**src/design/slpm_pkg.sv**
```systemverilog
// constants and types shared by the sleep and power manager
package slpm_pkg;

  // ------------------------------------------------------------
  // timing
  // ------------------------------------------------------------
  localparam int CLK_HZ = 10_000_000;
  localparam int BOD_WAKE_NS = 60_000;
  localparam int BOD_WAKE_CYC =
    (BOD_WAKE_NS * (CLK_HZ / 1_000_000) + 999) / 1000;
  localparam int HALT_CYC = 4;
  localparam int STBY_CYC = 6;
  localparam int OSC_START_CYC = 64;
  localparam logic [9:0] WAKE_HALT = 10'(HALT_CYC);
  localparam logic [9:0] WAKE_STBY = 10'(STBY_CYC);
  localparam logic [9:0] WAKE_PDOWN = 10'(OSC_START_CYC + HALT_CYC);
  localparam logic [9:0] WAKE_BOD = 10'(BOD_WAKE_CYC);
  localparam logic [2:0] UNLOCK_CYC = 3'h4;
  localparam logic [2:0] BROWNOUT_SLEEP_OFF_DLY_CYC = 3'h3;
  localparam logic [2:0] BROWNOUT_SLEEP_OFF_HOLD_CYC = 3'h3;

  // ------------------------------------------------------------
  // register map, byte addresses
  // ------------------------------------------------------------
  localparam logic [4:0] OFS_CORE = 5'h00;
  localparam logic [4:0] OFS_PCLK = 5'h04;
  localparam logic [4:0] OFS_DISA = 5'h08;
  localparam logic [4:0] OFS_DISB = 5'h0c;
  localparam logic [4:0] OFS_ACMP = 5'h10;
  localparam logic [4:0] OFS_STAT = 5'h14;
  localparam int CC_BROWNOUT_SLEEP_OFF = 7;
  localparam int CC_SE = 5;
  localparam int CC_SM_HI = 4;
  localparam int CC_SM_LO = 3;
  localparam int CC_BROWNOUT_SLEEP_UNLOCK = 2;
  localparam int AC_OFF = 7;
  localparam int AC_REF = 6;
  localparam logic [7:0] CORE_RST = 8'h00;
  localparam logic [3:0] PCLK_RST = 4'h0;
  localparam logic [7:0] DIS_RST = 8'h00;
  localparam logic [7:0] ACMP_RST = 8'h00;

  // ------------------------------------------------------------
  // modes, states and carriers
  // ------------------------------------------------------------
  localparam logic [1:0] MODE_IDLE = 2'h0;
  localparam logic [1:0] MODE_ADCNR = 2'h1;
  localparam logic [1:0] MODE_PDOWN = 2'h2;
  localparam logic [1:0] MODE_STBY = 2'h3;

  typedef enum logic [1:0] {
    ST_ACTIVE = 2'b00,
    ST_ENTER = 2'b01,
    ST_SLEEP = 2'b11,
    ST_WAKE = 2'b10
  } slpm_state_t;

  typedef struct packed {
    logic osc;
    logic adc;
    logic io;
    logic flash;
    logic cpu;
  } slpm_clk_t;

  typedef struct packed {
    logic any_irq;
    logic adc_done;
    logic nvm_ready;
    logic wdt_irq;
  } slpm_wake_t;

  // power-down and standby share most behaviour
  function automatic logic slpm_is_deep(input logic [1:0] m);
    return m[1];
  endfunction

endpackage

```
**src/design/slpm_top.sv**
```systemverilog
// sleep and power manager: mode sequencing, clock gating, wake-up
`timescale 1ns/10ps

module slpm_top (
  input wire logic clk,
  input wire logic rst_n,
  input wire logic [4:0] avs_address,
  input wire logic avs_read,
  input wire logic avs_write,
  input wire logic [31:0] avs_writedata,
  output logic [31:0] avs_readdata,
  output logic avs_waitrequest,
  input wire logic sleep_exec,
  input wire slpm_pkg::slpm_wake_t wake_src,
  input wire logic ext0_level_pin,
  input wire logic pin_change_pin,
  input wire logic adc_enabled,
  input wire logic wdt_enabled,
  input wire logic bod_fuse_en,
  input wire logic xtal_selected,
  input wire logic [15:0] wake_pin_need,
  output slpm_pkg::slpm_clk_t clk_en,
  output logic [3:0] periph_clk_en,
  output logic [3:0] periph_reg_en,
  output logic bod_en,
  output logic comp_en,
  output logic vref_en,
  output logic adc_start,
  output logic adc_extended,
  output logic wdt_run,
  output logic [15:0] in_buf_en
);

  // ------------------------------------------------------------
  // state
  // ------------------------------------------------------------
  slpm_pkg::slpm_state_t state_r;
  slpm_pkg::slpm_state_t state_nxt;
  slpm_pkg::slpm_clk_t clk_nxt;
  logic [1:0] mode_eff_r;
  logic [7:0] core_r;
  logic [3:0] pclk_r;
  logic [7:0] disa_r;
  logic [7:0] disb_r;
  logic [7:0] acmp_r;
  logic [2:0] unlock_cnt_r;
  logic [2:0] dly_cnt_r;
  logic [2:0] act_cnt_r;
  logic bod_off_sleep_r;
  logic [9:0] wake_cnt_r;
  logic [1:0] sy0_r;
  logic [1:0] sy1_r;
  logic [1:0] sy2_r;
  logic [1:0] pin_f_r;
  logic adc_en_d_r;

  function automatic logic [2:0] dec3(input logic [2:0] v);
    return (v == 3'h0) ? 3'h0 : v - 3'h1;
  endfunction

  // ------------------------------------------------------------
  // bus slave decode
  // ------------------------------------------------------------
  // one wait cycle per access keeps read data registered
  wire req = avs_read | avs_write;
  wire wr_acc = avs_write & ~avs_waitrequest;
  wire wr_core = wr_acc & (avs_address == slpm_pkg::OFS_CORE);
  wire wr_pclk = wr_acc & (avs_address == slpm_pkg::OFS_PCLK);
  wire wr_disa = wr_acc & (avs_address == slpm_pkg::OFS_DISA);
  wire wr_disb = wr_acc & (avs_address == slpm_pkg::OFS_DISB);
  wire wr_acmp = wr_acc & (avs_address == slpm_pkg::OFS_ACMP);
  wire brownout_sleep_off_act = act_cnt_r != 3'h0;
  wire unlock_on = unlock_cnt_r != 3'h0;
  wire [7:0] core_rd = {brownout_sleep_off_act, core_r[6:3], unlock_on, core_r[1:0]};
  wire [7:0] stat_rd = {state_r, mode_eff_r, bod_en, comp_en, vref_en,
                        bod_off_sleep_r};
  wire [7:0] rd_byte =
    (avs_address == slpm_pkg::OFS_CORE) ? core_rd :
    (avs_address == slpm_pkg::OFS_PCLK) ? {4'h0, pclk_r} :
    (avs_address == slpm_pkg::OFS_DISA) ? disa_r :
    (avs_address == slpm_pkg::OFS_DISB) ? disb_r :
    (avs_address == slpm_pkg::OFS_ACMP) ? acmp_r :
    (avs_address == slpm_pkg::OFS_STAT) ? stat_rd : 8'h00;

  always_ff @(posedge clk) begin
    if (!rst_n) begin
      avs_waitrequest <= 1'b1;
      avs_readdata <= 32'h0;
    end else begin
      avs_waitrequest <= ~(req & avs_waitrequest);
      if (avs_read & avs_waitrequest)
        avs_readdata <= {24'h0, rd_byte};
    end
  end

  // ------------------------------------------------------------
  // control registers
  // ------------------------------------------------------------
  always_ff @(posedge clk) begin
    if (!rst_n) begin
      core_r <= slpm_pkg::CORE_RST;
      pclk_r <= slpm_pkg::PCLK_RST;
      disa_r <= slpm_pkg::DIS_RST;
      disb_r <= slpm_pkg::DIS_RST;
      acmp_r <= slpm_pkg::ACMP_RST;
    end else begin
      if (wr_core)
        core_r <= avs_writedata[7:0];
      if (wr_pclk)
        pclk_r <= avs_writedata[3:0];
      if (wr_disa)
        disa_r <= avs_writedata[7:0];
      if (wr_disb)
        disb_r <= avs_writedata[7:0];
      if (wr_acmp)
        acmp_r <= avs_writedata[7:0];
    end
  end

  // ------------------------------------------------------------
  // timed brown-out sleep unlock
  // ------------------------------------------------------------
  wire brownout_sleep_off_wd = avs_writedata[slpm_pkg::CC_BROWNOUT_SLEEP_OFF];
  wire brownout_sleep_unlock_wd = avs_writedata[slpm_pkg::CC_BROWNOUT_SLEEP_UNLOCK];
  wire unlock_set = wr_core & brownout_sleep_off_wd & brownout_sleep_unlock_wd;
  // a second arm while one is in flight is ignored
  wire brownout_sleep_off_arm = wr_core & brownout_sleep_off_wd & ~brownout_sleep_unlock_wd & unlock_on &
                  (dly_cnt_r == 3'h0) & ~brownout_sleep_off_act;

  always_ff @(posedge clk) begin
    if (!rst_n) begin
      unlock_cnt_r <= 3'h0;
      dly_cnt_r <= 3'h0;
      act_cnt_r <= 3'h0;
    end else begin
      unlock_cnt_r <= unlock_set ? slpm_pkg::UNLOCK_CYC : dec3(unlock_cnt_r);
      dly_cnt_r <= brownout_sleep_off_arm ? slpm_pkg::BROWNOUT_SLEEP_OFF_DLY_CYC : dec3(dly_cnt_r);
      if (dly_cnt_r == 3'h1)
        act_cnt_r <= slpm_pkg::BROWNOUT_SLEEP_OFF_HOLD_CYC;
      else
        act_cnt_r <= dec3(act_cnt_r);
    end
  end

  // ------------------------------------------------------------
  // wake pin synchronisers
  // ------------------------------------------------------------
  // a change counts once the second and third stages agree
  always_ff @(posedge clk) begin
    if (!rst_n) begin
      sy0_r <= 2'h0;
      sy1_r <= 2'h0;
      sy2_r <= 2'h0;
      pin_f_r <= 2'h0;
    end else begin
      sy0_r <= {pin_change_pin, ext0_level_pin};
      sy1_r <= sy0_r;
      sy2_r <= sy1_r;
      pin_f_r <= (sy1_r & sy2_r) | (pin_f_r & (sy1_r | sy2_r));
    end
  end

  // ------------------------------------------------------------
  // sleep entry and wake qualification
  // ------------------------------------------------------------
  wire [1:0] mode_sel = core_r[slpm_pkg::CC_SM_HI:slpm_pkg::CC_SM_LO];
  // mode 11 without a crystal clock falls back to power-down
  wire [1:0] mode_go = (mode_sel == slpm_pkg::MODE_STBY && !xtal_selected)
                       ? slpm_pkg::MODE_PDOWN : mode_sel;
  wire sleep_go = sleep_exec & core_r[slpm_pkg::CC_SE] &
                  (state_r == slpm_pkg::ST_ACTIVE);
  wire deep_eff = slpm_pkg::slpm_is_deep(mode_eff_r);
  wire wake_deep = pin_f_r[0] | pin_f_r[1] | wake_src.wdt_irq;
  wire wake_adcnr = wake_deep | wake_src.adc_done |
                    wake_src.nvm_ready;
  wire wake_idle = wake_adcnr | wake_src.any_irq;
  wire wake_ok = deep_eff ? wake_deep :
                 (mode_eff_r == slpm_pkg::MODE_ADCNR) ? wake_adcnr :
                 wake_idle;
  wire [9:0] len_base =
    (mode_eff_r == slpm_pkg::MODE_PDOWN) ? slpm_pkg::WAKE_PDOWN :
    (mode_eff_r == slpm_pkg::MODE_STBY) ? slpm_pkg::WAKE_STBY :
    slpm_pkg::WAKE_HALT;
  wire [9:0] wake_len = (bod_off_sleep_r && len_base < slpm_pkg::WAKE_BOD)
                        ? slpm_pkg::WAKE_BOD : len_base;

  always_comb begin
    state_nxt = state_r;
    unique case (state_r)
      slpm_pkg::ST_ACTIVE: begin
        if (sleep_go)
          state_nxt = slpm_pkg::ST_ENTER;
      end
      slpm_pkg::ST_ENTER: begin
        state_nxt = wake_ok ? slpm_pkg::ST_WAKE : slpm_pkg::ST_SLEEP;
      end
      slpm_pkg::ST_SLEEP: begin
        if (wake_ok)
          state_nxt = slpm_pkg::ST_WAKE;
      end
      slpm_pkg::ST_WAKE: begin
        if (wake_cnt_r == 10'h1)
          state_nxt = slpm_pkg::ST_ACTIVE;
      end
    endcase
  end

  always_ff @(posedge clk) begin
    if (!rst_n) begin
      state_r <= slpm_pkg::ST_ACTIVE;
      mode_eff_r <= slpm_pkg::MODE_IDLE;
      bod_off_sleep_r <= 1'b0;
      wake_cnt_r <= 10'h0;
    end else begin
      state_r <= state_nxt;
      if (sleep_go) begin
        mode_eff_r <= mode_go;
        bod_off_sleep_r <= brownout_sleep_off_act & slpm_pkg::slpm_is_deep(mode_go);
      end else if (state_nxt == slpm_pkg::ST_ACTIVE) begin
        bod_off_sleep_r <= 1'b0;
      end
      if (state_r != slpm_pkg::ST_WAKE && state_nxt == slpm_pkg::ST_WAKE)
        wake_cnt_r <= wake_len;
      else if (wake_cnt_r != 10'h0)
        wake_cnt_r <= wake_cnt_r - 10'h1;
    end
  end

  // ------------------------------------------------------------
  // clock domain enables
  // ------------------------------------------------------------
  // cpu and flash stop one cycle before the rest, and on wake the
  // oscillator and peripheral clocks return before the core
  wire nxt_sleep = state_nxt == slpm_pkg::ST_SLEEP;
  wire nxt_core = state_nxt == slpm_pkg::ST_ACTIVE;
  wire mode_idle = mode_eff_r == slpm_pkg::MODE_IDLE;
  wire mode_adcnr = mode_eff_r == slpm_pkg::MODE_ADCNR;

  always_comb begin
    clk_nxt.cpu = nxt_core;
    clk_nxt.flash = nxt_core;
    clk_nxt.io = ~nxt_sleep | mode_idle;
    clk_nxt.adc = ~nxt_sleep | mode_idle | mode_adcnr;
    clk_nxt.osc = ~nxt_sleep |
                  (mode_eff_r != slpm_pkg::MODE_PDOWN);
  end

  wire nxt_deep = nxt_sleep & deep_eff;
  wire comp_off = acmp_r[slpm_pkg::AC_OFF];
  wire comp_nxt = ~comp_off & ~nxt_deep;
  wire bod_nxt = bod_fuse_en & ~(nxt_sleep & bod_off_sleep_r);
  wire ref_hold = ~comp_off & acmp_r[slpm_pkg::AC_REF];
  wire buf_stop = nxt_sleep & ~clk_nxt.io & ~clk_nxt.adc;
  wire [15:0] buf_nxt = ~{disb_r, disa_r} &
                        ~({16{buf_stop}} & ~wake_pin_need);
  wire [3:0] pclk_src = {clk_nxt.io, clk_nxt.io, clk_nxt.io, clk_nxt.adc};
  wire adc_go = sleep_go & ~slpm_pkg::slpm_is_deep(mode_go) & adc_enabled;

  // ------------------------------------------------------------
  // output registers
  // ------------------------------------------------------------
  always_ff @(posedge clk) begin
    if (!rst_n) begin
      clk_en <= '1;
      periph_clk_en <= 4'hf;
      periph_reg_en <= 4'hf;
      bod_en <= 1'b0;
      comp_en <= 1'b0;
      vref_en <= 1'b0;
      adc_start <= 1'b0;
      adc_extended <= 1'b0;
      adc_en_d_r <= 1'b0;
      wdt_run <= 1'b0;
      in_buf_en <= 16'h0;
    end else begin
      clk_en <= clk_nxt;
      // stop bits and sleep gating both act; state is held by the
      // stopped clock, so clearing a bit resumes where it left off
      periph_clk_en <= pclk_src & ~pclk_r;
      periph_reg_en <= ~pclk_r;
      bod_en <= bod_nxt;
      comp_en <= comp_nxt;
      vref_en <= bod_nxt | comp_nxt | ref_hold | adc_enabled;
      adc_start <= adc_go;
      adc_en_d_r <= adc_enabled;
      // a new enable wins over a completion in the same cycle
      adc_extended <= (adc_enabled & ~adc_en_d_r) |
                      (adc_extended & ~wake_src.adc_done);
      wdt_run <= wdt_enabled;
      in_buf_en <= buf_nxt;
    end
  end
endmodule

```
**config.mk**
```make
export PLATFORM = sky130hd
export DESIGN_NAME = slpm_top
export DESIGN_NICKNAME = d
export VERILOG_FILES = /design/src/design/slpm_pkg.sv /design/src/design/slpm_top.sv
export SDC_FILE = /design/constraint.sdc
export NUM_CORES = 1
export LEC_CHECK = 0
export BUFFER_PORTS_ARGS = -buffer_cell sky130_fd_sc_hd__buf_4
export CORE_UTILIZATION = 46
export CTS_BUF_LIST = sky130_fd_sc_hd__clkbuf_16
export CTS_CLUSTER_DIAMETER = 200
export CTS_CLUSTER_SIZE = 24
export DETAILED_ROUTE_END_ITERATION = 12
export GPL_TIMING_DRIVEN = 0
export PLACE_DENSITY = 0.75
export SLEW_MARGIN = 20
export SYNTH_ARGS = -nofsm -noshare
export SYNTH_HDL_FRONTEND = slang
export SYNTH_SLANG_ARGS = --single-unit
```
**constraint.sdc**
```tcl
create_clock -name clk -period 1.8 [get_ports clk]
set_input_delay 0.18 -clock clk [delete_from_list [all_inputs] [get_ports clk]]
set_output_delay 0.18 -clock clk [all_outputs]
set_load 0.05 [all_outputs]
```
==> results.tsv <==
metric	value	unit
status	complete, but fails checks	
failing checks	negative setup slack	
Finished Core Util	62.6	%
clock skew	0.00772	ns
drt wl/cell	16.0	um
share of layout cells above drive strength 1	25.7	%
RSZ-0062 raised after global routing	yes	
Final min period	1.91	ns
Synth top area share	48.3	%
Port-buffer cells	84	
CTS Sinks	110	
Via-to-Cell Ratio	5.20	
Max-Cap Viols	0	
Hold WS	0.0380	ns
Root Buffer Master	clkbuf_16	
clk slew on worst S/H paths	0.07	ns
number of synthesized flops with an enable pin	0	
Num CTS Buffers	9	
H-tree levels	3	
initial drt markers	256	
post-synthesis cell count	493	
Layout Area Growth over Synthesis	29.2	%
Post-Synthesis Cell Area	4560	um^2
Pleak	2.67	nW
FMAX	523	MHz
first-pass GRT wire length	18.3	mm
crit path kind	register to register	
cts hold-fix bufs	0	
critical path capture point type	register	
register bit total from synthesis	110	
top cells by area, synth	dfxtp_1 48%, mux2i_1 11%, nor2_1 6.2%	
nets@finish	692	
syn avg cell area	9.26	um^2
# rows	35	
Seq/Total Area, Yosys	48.3	%
core area	9420	um^2
IO Pins	136	
DP HPWL	8.44	mm
CP arrival	2.15	ns
Final Setup Violations	10	
Fin. Hold Viols	0	
residual DRC count	0	
Synth area leader	dfxtp_1	
Initial Util	48.5	%
WP data required	2.04	ns
actual slew at the worst max-slew pin	0.711	ns
ANT cells	0	
DR pass1 iterations	5	
Max Slew Vio Count	0	
RD Place Congestion	0.904	
peak supply drop	0.617	mV
largest net degree at the start of global routing	19	
part of the cycle the worst path needs	106	%
Final Worst Setup Slack	-0.112	ns
max_slew headroom	52.6	%
fill count	815	
Antenna Nets Post-Route	0	
Die Wd	102	um
total wire length	12.0	mm
commonest cells after routing, fill and taps aside	116 x buf_4, 106 x dfxtp_1, 75 x nor2_1, 50 x mux2i_1, 24 x conb_1	
Die Y	102	um
FFs w/ async S/R, synth	0	%
worst-skew pair later-pin latency	0.34	ns
Ys Warns	0	
Total Die Area	10300	um^2
TritonCTS clock tree	yes	
CTS Buffer Depth	2	
global route total overflow	0	
Synth Flop Type	dfxtp_1	
Hold Crit Class	input port to register	
critical-path maximum fanout	8	
total power per unit cell area	1100	nW/um^2
Distinct cells, synth	49	
Critical Path Start Type	register	
vias	3904	
commonest non-fill, non-tap cell in the layout	buf_4	
initial antenna violation count	0	
total global-route track usage	23.5	%
vias in the first global route	3689	
-- state kept, by name (all words and copies together), names as in the netlist, 4 cells and up --
register / cells
clk_en: 4
disa_r: 8
disb_r: 8
periph_clk_en: 4
avs_readdata: 8
periph_reg_en: 4
wake_cnt_r: 10
in_buf_en: 16
pclk_r: 4
acmp_r: 8
core_r: 6
-- final cells by class --
class                           instances  area (um^2)  share of cell area, %
Buffer                                 47          273                   4.63
Clock buffer                            9          225                   3.82
Tap cell                              129          161                   2.74
Clock inverter                          7         71.3                   1.21
Timing Repair Buffer                   92          694                   11.8
Inverter                               10         37.5                  0.637
Multi-Input combinational cell        347         2230                   37.8
Sequential cell                       110         2210                   37.4
-- final timing paths --
check             cells after the start          endpoint      startpoint  slack (ns)
setup reg to reg                      4     wake_cnt_r[6]   wake_cnt_r[8]       -0.11
setup / recovery                      4     wake_cnt_r[6]   wake_cnt_r[8]       -0.11
hold / removal                        2          sy0_r[1]  pin_change_pin        0.04
hold reg to reg                       1  periph_reg_en[0]       pclk_r[0]        0.43
-- cell families (layout without fill, tap and decap cells) --
family / after synthesis / after routing / share of synthesized area, %
muxes: 50 / 50 / 11.0
and+or+nand+nor: 191 / 191 / 21.0
xor gates and xnor gates: 7 / 7 / 1.34
adders and majority gates: 7 / 7 / 1.92
DFF: 110 / 110 / 48.3
buffers and inverters: 59 / 165 / 7.13
other: 1 / 24 / 0.0822
AOI/OAI and AO/OA: 68 / 68 / 9.27
-- where the power goes --
| part | total [mW] | internal [mW] | leakage (nW) | switching [mW] |
|---|---|---|---|---|
| Combinational | 1.71 | 0.762 | 1.63 | 0.953 |
| Clock | 1.99 | 1.08 | 0.144 | 0.903 |
| Sequential | 2.77 | 2.62 | 0.901 | 0.148 |
| Total | 6.47 | 4.46 | 2.67 | 2.00 |
-- stage by stage --
step / total power [mW] / TNS (ns) / cell area, um^2 / setup WS, ns / cells
6_report: 6.47 / -0.631 / 5900 / -0.112 / 751
5_1_grt: 6.75 / -1.14 / 5900 / -0.158 / 751
4_1_cts: 6.37 / -0.968 / 5820 / -0.134 / 750
3_5_place_dp: 4.29 / -7.46 / 5450 / -0.367 / 729
3_3_place_gp: 4.23 / -4.82 / 5450 / -0.279 / 729
2_1_floorplan: 3.93 / -0.357 / 4660 / -0.0985 / 516
-- metal layers --
metal,vias to the layer above,share of wire (%),routed length [um],GRT usage (%)
met5,-,0,0,0
met4,0,2.0,242,10.3
met3,24,6.3,757,4.55
met2,168,49,5900,40.0
met1,1821,43,5100,28.8
li1,1891,-,-,-
-- worst max-delay path, cell delays in order (launching register included) --
cell     delay (ns)
dfxtp_2        0.32
or4_4          0.53
or4_4          0.58
and3_1         0.20
o21a_1         0.18
-- cell usage after synthesis (3+ instances only) --
library cell and instances:
buf_1 3, and2_1 11, buf_4 25, xor2_1 4
clkbuf_1 18, ha_1 7, nand3_1 14, o22ai_1 5
o21ai_0 20, xnor2_1 3, nand2_1 24, dfxtp_1 110
o22a_1 3, mux2i_1 50, nor4_1 4, a31oi_1 6
nor3_1 23, a22o_1 3, nand2b_1 16, inv_1 9
a21oi_1 22, nand3b_1 4, nor2_1 75
-- timing repair --
action,in CTS,in global routing
setup buffers,7,1
pin swaps,4,4
gates resized for setup,9,13
setup endpoints to repair,41,29
Power figures use the tool's default switching activity.
